[src/dasup_pkg.sv]
// Package with constants, types and register map of the drive alarm supervisor
package dasup_pkg;

    // Register byte offsets
    localparam logic [7:0] OFF_CTRL = 8'h00;
    localparam logic [7:0] OFF_ALARM = 8'h04;
    localparam logic [7:0] OFF_STAT = 8'h08;
    localparam logic [7:0] OFF_FOLLOW = 8'h0c;
    localparam logic [7:0] OFF_TEMP = 8'h10;
    localparam logic [7:0] OFF_MEAS = 8'h14;
    localparam logic [7:0] OFF_SPEED = 8'h18;
    localparam logic [7:0] OFF_VOLT = 8'h1c;

    // Control field positions
    localparam int CTRL_CFG_LSB = 0;
    localparam int CTRL_HIGHV = 3;
    localparam int CTRL_THERMO = 4;
    localparam int CTRL_CLEAR = 5;
    localparam int CTRL_CANSD = 6;
    localparam int CTRL_POLE_LSB = 8;

    // Reset values
    localparam logic [31:0] CTRL_RESET = 32'h0000_0000;
    localparam logic [15:0] FOLLOW_RESET = 16'h0028;
    localparam logic [7:0] TEMP_RESET = 8'h50;

    // Bus voltage thresholds in volts
    localparam logic [7:0] OVERV_LOW_V = 8'd80;
    localparam logic [7:0] OVERV_HIGH_V = 8'd122;
    localparam logic [7:0] UNDERV_V = 8'd12;

    // Speed following band in percent
    localparam logic [7:0] FOLLOW_LO_PCT = 8'd80;
    localparam logic [7:0] FOLLOW_HI_PCT = 8'd120;

    // Timing
    localparam int CLK_HZ = 40_000_000;
    localparam int STALL_MS = 1000;
    localparam int STALL_CYC = CLK_HZ / 1000 * STALL_MS;
    localparam int TICK_MS = 10;
    localparam int TICK_CYC = CLK_HZ / 1000 * TICK_MS;
    localparam int BLINK_MS = 500;
    localparam int BLINK_CYC = CLK_HZ / 1000 * BLINK_MS;

    // Operating configurations
    typedef enum logic [2:0] {
        DASUP_CFG_NONE,
        DASUP_CFG_STANDALONE,
        DASUP_CFG_PLC,
        DASUP_CFG_EV,
        DASUP_CFG_CAN,
        DASUP_CFG_SERIAL,
        DASUP_CFG_STEERING,
        DASUP_CFG_RSVD
    } dasup_cfg_t;

    // LED colour codes
    localparam logic [1:0] LED_OFF = 2'd0;
    localparam logic [1:0] LED_GREEN = 2'd1;
    localparam logic [1:0] LED_ORANGE = 2'd2;
    localparam logic [1:0] LED_RED = 2'd3;

    // Relay and brake status codes
    localparam logic [1:0] RELAY_DISABLED = 2'd0;
    localparam logic [1:0] RELAY_ENABLED = 2'd1;
    localparam logic [1:0] RELAY_FAILED = 2'd2;
    localparam logic [1:0] BRAKE_UNLOCKED = 2'd0;
    localparam logic [1:0] BRAKE_LOCKED = 2'd1;
    localparam logic [1:0] BRAKE_FAILED = 2'd2;

    // Alarm bit positions
    localparam int AL_CONFIG = 0;
    localparam int AL_FOLLOW = 1;
    localparam int AL_DRVTEMP = 2;
    localparam int AL_COMM = 3;
    localparam int AL_FEEDBACK = 4;
    localparam int AL_OVERCUR = 5;
    localparam int AL_EMERG = 6;
    localparam int AL_OVERV = 7;
    localparam int AL_SETPT = 8;
    localparam int AL_ANALOG = 9;
    localparam int AL_MOTTEMP = 10;
    localparam int AL_SAFETY = 11;
    localparam int AL_STALL = 12;
    localparam int AL_OTHER = 13;
    localparam int AL_N = 14;

    // Condition inputs grouped
    typedef struct packed {
        logic motor_running;
        logic speed_valid;
        logic [15:0] speed;
        logic [15:0] setpoint;
        logic [7:0] drive_temp;
        logic [7:0] motor_temp;
        logic motor_sensor_open;
        logic [7:0] bus_volt;
        logic [2:0] phase_overcur;
        logic feedback_fault;
        logic comm_timeout;
        logic emergency_ok;
        logic safety_ok;
        logic pot_nonzero;
        logic analog_open;
        logic motor_blocked;
        logic current_high;
        logic nvm_programmed;
        logic supply_reversed;
        logic relay_fault;
        logic brake_fault;
        logic reset_pin;
        logic cw_limit;
        logic ccw_limit;
        logic can_switch_on_disabled;
        logic can_fault_reset;
    } dasup_cond_t;

    // Whole state of the supervisor
    typedef struct packed {
        logic [31:0] ctrl;
        logic [15:0] follow_ticks;
        logic [7:0] max_drive_temp;
        logic [7:0] max_motor_temp;
        logic [AL_N-1:0] alarm;
        logic reversal;
        logic reset_pin_d;
        logic started;
        logic [15:0] follow_cnt;
        logic [23:0] tick_cnt;
        logic [25:0] stall_cnt;
        logic [24:0] blink_cnt;
        logic blink;
        logic sd_seen;
        logic [1:0] led;
        logic relay_en;
        logic bridge_en;
        logic brake_lock;
        logic [1:0] relay_stat;
        logic [1:0] brake_stat;
        logic cw_ind;
        logic ccw_ind;
        logic pready;
        logic [31:0] prdata;
        logic pslverr;
    } dasup_state_t;

endpackage

[src/dasup_top.sv]
// Drive alarm supervisor: alarm latching, shutdown, LED and status logic
//
// Local design decisions: the register addresses and the APB slave port.
`timescale 1ns/1ps
module dasup_top
    import dasup_pkg::*;
(
    // Clock and reset
    input wire logic CLOCK,
    input wire logic RSTN,
    input wire logic CE,
    // APB slave
    input wire logic PSEL,
    input wire logic PENABLE,
    input wire logic PWRITE,
    input wire logic [7:0] PADDR,
    input wire logic [31:0] PWDATA,
    output logic PREADY,
    output logic [31:0] PRDATA,
    output logic PSLVERR,
    // Conditions
    input wire dasup_cond_t COND,
    // Drive outputs
    output logic RELAY_EN,
    output logic BRIDGE_EN,
    output logic BRAKE_LOCK,
    output logic [1:0] LED,
    output logic [1:0] RELAY_STAT,
    output logic [1:0] BRAKE_STAT,
    output logic REVERSAL,
    output logic CLOCKWISE_TRAVEL_LIMIT,
    output logic COUNTERCLOCKWISE_TRAVEL_LIMIT,
    output logic [AL_N-1:0] ALARM
);

    dasup_state_t r;
    dasup_state_t next_r;
    dasup_cfg_t cfg;
    logic [AL_N-1:0] cause;
    logic [23:0] spd_lo;
    logic [23:0] spd_hi;
    logic [23:0] spd_x;
    logic out_band;
    logic any_alarm;
    logic travel;
    logic clear_ev;
    logic wr;
    logic rd;
    logic [3:0] pole;

    assign cfg = dasup_cfg_t'(r.ctrl[CTRL_CFG_LSB +: 3]);
    assign pole = r.ctrl[CTRL_POLE_LSB +: 4];
    assign wr = PSEL && PENABLE && PWRITE && !r.pready;
    assign rd = PSEL && PENABLE && !PWRITE && !r.pready;
    assign spd_x = {COND.speed, 8'h00} / 24'd100;
    assign spd_lo = 24'(COND.setpoint) * 24'(FOLLOW_LO_PCT);
    assign spd_hi = 24'(COND.setpoint) * 24'(FOLLOW_HI_PCT);
    // Speed times 100 compared with setpoint times percent
    assign out_band = (24'(COND.speed) * 24'd100 < spd_lo)
                   || (24'(COND.speed) * 24'd100 > spd_hi);
    assign travel = COND.cw_limit || COND.ccw_limit;

    always_comb
    begin
        cause = '0;
        cause[AL_CONFIG] = (cfg == DASUP_CFG_NONE) || (cfg == DASUP_CFG_RSVD)
                        || pole == 4'h0 || pole[0] || !COND.nvm_programmed;
        cause[AL_FOLLOW] = out_band && r.follow_cnt >= r.follow_ticks
                        && r.follow_ticks != 16'h0000;
        cause[AL_DRVTEMP] = COND.drive_temp > r.max_drive_temp;
        cause[AL_COMM] = (cfg == DASUP_CFG_STEERING) && COND.comm_timeout;
        cause[AL_FEEDBACK] = COND.feedback_fault;
        cause[AL_OVERCUR] = |COND.phase_overcur;
        cause[AL_EMERG] = !COND.emergency_ok && (cfg == DASUP_CFG_STANDALONE
                        || cfg == DASUP_CFG_PLC || cfg == DASUP_CFG_EV
                        || cfg == DASUP_CFG_SERIAL);
        cause[AL_OVERV] = COND.bus_volt > (r.ctrl[CTRL_HIGHV] ? OVERV_HIGH_V
                                                            : OVERV_LOW_V);
        cause[AL_SETPT] = (cfg == DASUP_CFG_STANDALONE) && !r.started
                        && COND.pot_nonzero;
        cause[AL_ANALOG] = COND.analog_open && (cfg == DASUP_CFG_PLC
                        || cfg == DASUP_CFG_STANDALONE);
        cause[AL_MOTTEMP] = r.ctrl[CTRL_THERMO] ? COND.motor_sensor_open
                          : COND.motor_temp > r.max_motor_temp;
        cause[AL_SAFETY] = !COND.safety_ok;
        cause[AL_STALL] = r.stall_cnt >= 26'(STALL_CYC - 1)
                        && COND.motor_blocked && COND.current_high;
        cause[AL_OTHER] = COND.bus_volt < UNDERV_V;
    end

    assign clear_ev = (COND.reset_pin && !r.reset_pin_d && (cfg == DASUP_CFG_STANDALONE
                    || cfg == DASUP_CFG_EV || cfg == DASUP_CFG_PLC))
                    || COND.can_fault_reset
                    || (wr && PADDR == OFF_CTRL && PWDATA[CTRL_CLEAR]);

    always_comb
    begin
        next_r = r;
        next_r.reset_pin_d = COND.reset_pin;
        next_r.pready = 1'b0;
        next_r.pslverr = 1'b0;
        if (PSEL && PENABLE && !r.pready)
        begin
            next_r.pready = 1'b1;
            next_r.prdata = 32'h0000_0000;
            case (PADDR)
                OFF_CTRL: next_r.prdata = r.ctrl;
                OFF_ALARM: next_r.prdata = 32'(r.alarm);
                OFF_STAT: next_r.prdata = {20'h00000, r.sd_seen, r.ccw_ind, r.cw_ind,
                    r.reversal, r.brake_stat, r.relay_stat, r.led, r.bridge_en,
                    r.relay_en};
                OFF_FOLLOW: next_r.prdata = {16'h0000, r.follow_ticks};
                OFF_TEMP: next_r.prdata = {16'h0000, r.max_motor_temp,
                    r.max_drive_temp};
                OFF_MEAS: next_r.prdata = {8'h00, COND.motor_temp, COND.drive_temp,
                    COND.bus_volt};
                OFF_SPEED: next_r.prdata = {COND.setpoint, COND.speed};
                OFF_VOLT: next_r.prdata = {24'h000000, spd_x[7:0]};
                default: next_r.pslverr = 1'b1;
            endcase
        end
        if (wr)
        begin
            case (PADDR)
                OFF_CTRL: next_r.ctrl = PWDATA & ~(32'h1 << CTRL_CLEAR);
                OFF_FOLLOW: next_r.follow_ticks = PWDATA[15:0];
                OFF_TEMP:
                begin
                    next_r.max_drive_temp = PWDATA[7:0];
                    next_r.max_motor_temp = PWDATA[15:8];
                end
                default: next_r.ctrl = r.ctrl;
            endcase
        end
        // Following timer in ticks of ten milliseconds
        if (r.tick_cnt >= 24'(TICK_CYC - 1))
            next_r.tick_cnt = 24'h000000;
        else
            next_r.tick_cnt = r.tick_cnt + 24'h000001;
        if (!out_band || !COND.motor_running)
            next_r.follow_cnt = 16'h0000;
        else if (r.tick_cnt == 24'h000000 && r.follow_cnt != 16'hffff)
            next_r.follow_cnt = r.follow_cnt + 16'h0001;
        if (COND.motor_blocked && COND.current_high)
        begin
            if (r.stall_cnt < 26'(STALL_CYC - 1))
                next_r.stall_cnt = r.stall_cnt + 26'h0000001;
        end
        else
            next_r.stall_cnt = '0;
        if (COND.motor_running)
            next_r.started = 1'b1;
        // Latch alarms; a new cause wins over a clear
        if (clear_ev)
            next_r.alarm = cause;
        else
            next_r.alarm = r.alarm | cause;
        if (COND.supply_reversed)
            next_r.reversal = 1'b1;
        // Fieldbus switch-on-disabled holds until shutdown is seen
        if (cfg != DASUP_CFG_CAN || !COND.can_switch_on_disabled)
            next_r.sd_seen = 1'b0;
        else if (r.ctrl[CTRL_CANSD])
            next_r.sd_seen = 1'b1;
        if (r.blink_cnt >= 25'(BLINK_CYC - 1))
        begin
            next_r.blink_cnt = '0;
            next_r.blink = !r.blink;
        end
        else
            next_r.blink_cnt = r.blink_cnt + 25'h0000001;
        if (cfg == DASUP_CFG_CAN && COND.can_switch_on_disabled && !r.sd_seen)
            next_r.led = LED_ORANGE;
        else if (any_alarm)
            next_r.led = LED_RED;
        else if (COND.motor_running)
            next_r.led = r.blink ? LED_GREEN : LED_OFF;
        else
            next_r.led = r.blink ? LED_ORANGE : LED_OFF;
        next_r.relay_en = !any_alarm && !travel;
        next_r.bridge_en = !any_alarm && !travel;
        next_r.brake_lock = 1'b0;
        next_r.cw_ind = COND.cw_limit;
        next_r.ccw_ind = COND.ccw_limit;
        next_r.relay_stat = COND.relay_fault ? RELAY_FAILED
                          : (next_r.relay_en ? RELAY_ENABLED : RELAY_DISABLED);
        next_r.brake_stat = COND.brake_fault ? BRAKE_FAILED
                          : (next_r.brake_lock ? BRAKE_LOCKED : BRAKE_UNLOCKED);
    end

    assign any_alarm = |(r.alarm | cause);

    always_ff @(posedge CLOCK)
    begin
        if (!RSTN)
        begin
            r <= '0;
            r.ctrl <= CTRL_RESET;
            r.follow_ticks <= FOLLOW_RESET;
            r.max_drive_temp <= TEMP_RESET;
            r.max_motor_temp <= TEMP_RESET;
            r.led <= LED_OFF;
        end
        else if (CE)
            r <= next_r;
    end

    assign PREADY = r.pready;
    assign PRDATA = r.prdata;
    assign PSLVERR = r.pslverr;
    assign RELAY_EN = r.relay_en;
    assign BRIDGE_EN = r.bridge_en;
    assign BRAKE_LOCK = r.brake_lock;
    assign LED = r.led;
    assign RELAY_STAT = r.relay_stat;
    assign BRAKE_STAT = r.brake_stat;
    assign REVERSAL = r.reversal;
    assign CLOCKWISE_TRAVEL_LIMIT = r.cw_ind;
    assign COUNTERCLOCKWISE_TRAVEL_LIMIT = r.ccw_ind;
    assign ALARM = r.alarm;

    a_alarm_red: assert property (@(posedge CLOCK) disable iff (!RSTN)
        CE && |r.alarm && !(cfg == DASUP_CFG_CAN && COND.can_switch_on_disabled)
        |=> LED == LED_RED || !CE) else $error("alarm without red led");
    a_alarm_stop: assert property (@(posedge CLOCK) disable iff (!RSTN)
        |r.alarm && CE |=> !RELAY_EN && !BRIDGE_EN && !BRAKE_LOCK)
        else $error("drive enabled during alarm");
    a_alarm_latch: assert property (@(posedge CLOCK) disable iff (!RSTN)
        r.alarm[AL_FEEDBACK] && !clear_ev |=> r.alarm[AL_FEEDBACK])
        else $error("alarm flag lost");
    a_safety_hold: assert property (@(posedge CLOCK) disable iff (!RSTN)
        CE && !COND.safety_ok |=> r.alarm[AL_SAFETY])
        else $error("safety alarm missing");
    a_overv_set: assert property (@(posedge CLOCK) disable iff (!RSTN)
        CE && COND.bus_volt > OVERV_HIGH_V |=> r.alarm[AL_OVERV])
        else $error("overvoltage missed");
    a_underv_set: assert property (@(posedge CLOCK) disable iff (!RSTN)
        CE && COND.bus_volt < UNDERV_V |=> r.alarm[AL_OTHER])
        else $error("undervoltage missed");
    a_reversal_sticky: assert property (@(posedge CLOCK) disable iff (!RSTN)
        REVERSAL |=> REVERSAL) else $error("reversal flag dropped");
    a_travel_stop: assert property (@(posedge CLOCK) disable iff (!RSTN)
        CE && COND.cw_limit |=> CLOCKWISE_TRAVEL_LIMIT && !RELAY_EN)
        else $error("overtravel not stopping");
    a_overcur_set: assert property (@(posedge CLOCK) disable iff (!RSTN)
        CE && |COND.phase_overcur |=> r.alarm[AL_OVERCUR])
        else $error("overcurrent missed");

endmodule

[config.mk]
export PLATFORM = sky130hd
export DESIGN_NAME = dasup_top
export DESIGN_NICKNAME = d
export VERILOG_FILES = /design/src/dasup_pkg.sv /design/src/dasup_top.sv
export SDC_FILE = /design/constraint.sdc
export NUM_CORES = 1
export LEC_CHECK = 0
export BUFFER_PORTS_ARGS = -buffer_cell sky130_fd_sc_hd__buf_2
export CAP_MARGIN = 20
export CORE_MARGIN = 2
export CORE_UTILIZATION = 45
export DETAILED_ROUTE_END_ITERATION = 8
export SYNTH_ARGS = -nofsm -noshare
export SYNTH_HDL_FRONTEND = slang
export SYNTH_SLANG_ARGS = --single-unit
[constraint.sdc]
create_clock -name CLOCK -period 25.6 [get_ports CLOCK]
set_input_delay 5.12 -clock CLOCK [delete_from_list [all_inputs] [get_ports CLOCK]]
set_output_delay 5.12 -clock CLOCK [all_outputs]
set_load 0.02 [all_outputs]
### After elaboration in Yosys (flattened, before gate mapping)

Cells that the tools add are included.

| storage, ports and cells | value |
|---|---|
| flip-flop bits (word level) | 216 |
| bits in latches | 0 |
| bits in writable memories | 0 |
| bits in read-only memories | 0 |
| input bits | 125 |
| output and inout bits | 60 |
| logic and storage cells | 152 |
| memories kept | 0 |

| cells by class | value |
|---|---|
| add/sub/neg operators | 4 |
| multiply operators | 3 |
| divide/modulo/power cells | 1 |
| $lt $le $gt $ge | 11 |
| equal/unequal tests | 17 |
| shifts and indexed selects | 0 |
| muxes and demuxes | 22 |
| bitwise gates (word level) | 1 |
| reductions and logical operators | 70 |

Operators with widths:

| operator | number |
|---|---|
| $pmux W32 S8 | 1 |
| $mux W26 | 2 |
| $mux W34 | 1 |
| $eq A8 B5 Y1 const B | 4 |
| $mux W16 | 2 |
| $add A26 B1 Y26 const B | 1 |
| $ge A26 B26 Y1 const B | 1 |
| $lt A26 B26 Y1 const B | 1 |
| $add A25 B1 Y25 const B | 1 |
| $ge A25 B25 Y1 const B | 1 |
| $mux W25 | 1 |
| $add A24 B1 Y24 const B | 1 |
| $div A24 B7 Y24 const B | 1 |
| $ge A24 B19 Y1 const B | 1 |
| $logic_not A24 Y1 | 1 |
| $mux W24 | 1 |
| $gt A23 B23 Y1 | 1 |
| $lt A23 B23 Y1 | 1 |
| $logic_and A1 B1 Y1 | 22 |
| $mul A16 B5 Y21 const B | 1 |
| $mul A16 B4 Y20 const B | 1 |
| $mul A16 B3 Y19 const B | 1 |
| $add A16 B1 Y16 const B | 1 |
| $eq A8 B4 Y1 const B | 2 |
| other kinds (28) | 78 |

### Logic depth before layout (Yosys ltp)

| depth | value |
|---|---|
| word-level depth | 11 |
| depth in mapped cells | 93 |
| depth with buffers taken out | 74 |

### Least setup slack after synthesis

OpenSTA, ideal clock, no wires.

| timing path | value |
|---|---|
| path kind | input port to flip-flop |
| start point | input COND[62] (netlist bit) |
| end point | register r (netlist bit PRDATA[0]) |
| library setup time | 141 ps |
| data arrival time | 23085 ps |
| required time | 25459 ps |
| slack | 2375 ps |
| stages | 84 |
| path buffers | 11 |
| cell sequence | clkbuf_1 > inv_1 > ha_1 > and2b_1 > o221ai_2 > a21o_1 > or4_1 > o221ai_2 > nand2_1 > o211a_1 > a211o_1 > o21ai_2 > nor2_1 > o32a_4 > a21oi_4 > o211ai_4 > a21o_1 > buf_6 > [48 not listed] > buf_2 > or3_1 > buf_4 > clkinv_4 > ha_1 > a22oi_1 > o211a_2 > nand4_4 > inv_2 > ha_1 > nand2_1 > nor4b_1 > a31oi_1 > nand2_1 > nor4_1 > a31oi_1 > o311ai_1 > a41oi_1 |

| on the way | value |
|---|---|
| longest elaborated chain between the ends | 2 |

Ends and longest elaborated chain:

| what | line | source |
|---|---|---|
| start: declaration | dasup_top.sv:22 | `input wire dasup_cond_t COND,` |
| $div A24 B7 Y24 | dasup_top.sv:55 | `assign spd_x = {COND.speed, 8'h00} / 24'd100;` |
| $pmux W32 S8 | dasup_top.sv:106 | `case (PADDR)` |
| end signal: assignment | dasup_top.sv:205 | `r <= next_r;` |
| end: declaration | dasup_top.sv:36 | `dasup_state_t r;` |

Every way passes these cells.
A chain may end at the register's enable or synchronous reset.

### Final worst setup path

Same ends and word-level chain as after synthesis.

==> summary.md <==
| Metric | Value |
|---|---|
| Critical path buffer and inverter count | `8` |
| Synth top area cells | `dfxtp_1, ha_1, nand2_1` |
| Cts bufs inserted | `23` |
| Routed vias/inst | `6.02` |
| Count leader, synth | `nand2_1` |
| Setup-failing EPs final | `0` |
| DR pass1 iterations | `6` |
| DR vias | `26,400` |
| Synth cell types | `155` |
| Tightest Pin Transition | `0.983 ns` |
| Mean Syn Cell Area | `7.63 um^2` |
| Die Wd | `247 um` |
| Status | `finished clean` |
| Clock Tree Root | `clkbuf_16` |
| Max clock buf depth | `3` |
| F_max | `0.0409 GHz` |
| Post-Syn Area | `26,500 um^2` |
| Antenna Nets Post-Route | `0` |
| Hold Path Class | `flip-flop to flip-flop` |
| RSZ-0062 raised after global routing | `false` |
| Critical path class | `input pin to flip-flop` |
| All-Layer GR Usage | `0.266` |
| Data arrival, critical path | `roughly 25 ns` |
| H-tree levels | `1` |
| Synth Instances | `roughly 3,500` |
| Critical path's top delay family | `compound AO/OA/AOI/OAI gates` |
| Ys flop type | `dfxtp_1` |
| Final GP Congestion | `between 0.9 and 1` |
| Final Max Slew Viols | `0` |
| Clk sink count | `roughly 220` |
| Die height | `247 um` |
| Largest net degree at the start of global routing | `99` |
| Max_slew headroom | `0.343` |
| Initial antenna violation count | `6` |
| Critical path startpoint category | `input pin` |
| Synthesis-to-finish area growth | `9.24%` |
| Final TNS setup | `0 ns` |
| CTS clk-pin slew, worst paths | `0.07 ns` |
| Die area | `60,900 um^2` |
| Post-DP HPWL | `around 66 mm` |
| Clock Latency Late Sink | `0.53 ns` |
| Final nets | `slightly below 4,000` |
| Final Hold Viols | `0` |
| Critical Path RT | `25.99 ns` |
| Top cell types by occurrence after synthesis | `nand2_1, nor2_1, dfxtp_1` |
| Post-synth EDFFs | `0` |
| Number of cell rows | `89` |
| Total setup buffers inserted after CTS | `0` |
| Routed WL | `about 84 mm` |
| Vias in the first global route | `between 20,000 and 25,000` |
| Period Utilization, post-route | `0.955` |
| Post-synth top area share | `0.162` |
| First-pass GRT wire length | `132 mm` |
| Port bufs | `181` |
| CP max-delay cell | `a2111oi_1` |
| Yosys reg bits | `~220` |
| Largest stage delay on the critical path | `0.68 ns` |
| Category of the worst setup path capture point | `flip-flop` |
| Detailed Route Iter0 Violations | `around 2,300` |
| Grt ovf | `0` |
| # DRC | `0` |
| I/O pins | `around 190` |
| Top cell type by total area after synthesis | `dfxtp_1` |
| Final min period | `24.45 ns` |
| Core area | `58,700 um^2` |
| Crit path max fanout | `17` |
| Seq/Total Area, Yosys | `0.162` |
| Post-synth ARST share | `0` |
| Ys Warns | `0` |
| Final Skew | `0.0208 ns` |
| TritonCTS clock tree | `done` |
| CP most frequent cell | `ha_1` |
| Ratio of cells with drive above 1 in the final layout | `0.136` |
| Initial Util | `0.452` |
| Routed len/inst | `19.1 um` |
| Max-Cap Viols | `0` |
[flip-flops by register name, indices dropped and copies added (netlist names), 2 cells and up]
signal and flops:
RELAY_STAT 2, ALARM 14, cfg 3, r 151, pole 4, LED 2
PRDATA 32
[per-stage QoR]
stage	setup WS [ns]	utilization	cells	instance area [um^2]	hold slack [ns]
floorplan	2.37	-	3478	26500	0.435
global placement	0.751	0.480	4341	28100	0.447
detailed placement	0.745	0.480	4341	28100	0.454
CTS	1.26	0.493	4383	28900	0.463
global route	0.0147	0.494	4383	29000	0.482
finish	1.15	0.494	4385	29000	0.459
[worst min-delay path, stage by stage, from the launching register on]
cell and delay (ns):
dfxtp_1 0.31, nand2_1 0.05, a21boi_1 0.05
[final timing paths]
kind	start	depth (start not counted)	to	slack (ns)
setup reg to reg	r[171]	29	LED[0]	21.20
hold / removal	PRDATA[1]	2	PRDATA[1]	0.46
hold reg to reg	PRDATA[1]	2	PRDATA[1]	0.46
setup / recovery	COND[62]	75	PRDATA[0]	1.15
[cell type report]
| cell class | count | area, um^2 |
|---|---|---|
| inverter | 191 | 724 |
| multi-input combinational | 2880 | 20500 |
| antenna | 2 | 5.00 |
| clock buffer | 32 | 679 |
| tap | 773 | 967 |
| sequential | 215 | 4300 |
| clock inverter | 10 | 106 |
| timing repair buffer | 282 | 1670 |
| fill | 5863 | 29700 |
[routing by layer]
| metal | track usage | share of wire | up-vias | routed length [um] |
|---|---|---|---|---|
| met5 | 0 | 0.00032 | - | 27 |
| met4 | 0.0516 | 0.019 | 4 | 1570 |
| met3 | 0.0332 | 0.066 | 96 | 5480 |
| met2 | 0.423 | 0.45 | 864 | 37200 |
| met1 | 0.386 | 0.47 | 12400 | 39300 |
| li1 | - | - | 13000 | - |
[what timing repair did]
item | in CTS | in global routing
resized for setup | 0 | 10
hold buffers | 0 | 0
setup endpoints to repair | 0 | 2
[layout by cell type (no fill, tap or decap), drive strengths merged, types with 86 or more instances in the layout]
cell type | netlist | layout
buf | 104 | 282
nand2 | 364 | 364
a21boi | 86 | 86
ha | 211 | 211
xnor2 | 150 | 150
nor3 | 99 | 99
nand3 | 131 | 131
o21ai | 186 | 186
a21oi | 189 | 189
inv | 189 | 190
nor2 | 283 | 283
dfxtp | 215 | 215
[cell families after synthesis]
family / after synthesis / share of synthesized area
other: 1 / 0.000141
DFF: 215 / 0.162
AOI/OAI and AO/OA: 1015 / 0.283
and+or+nand+nor: 1317 / 0.253
xor gates and xnor gates: 231 / 0.0790
muxes: 63 / 0.0251
buffers and inverters: 383 / 0.0666
adders and majority gates: 252 / 0.130
Power is not shown: default switching activity piles up to over one toggle a cycle in this logic, so the estimate is an artifact.
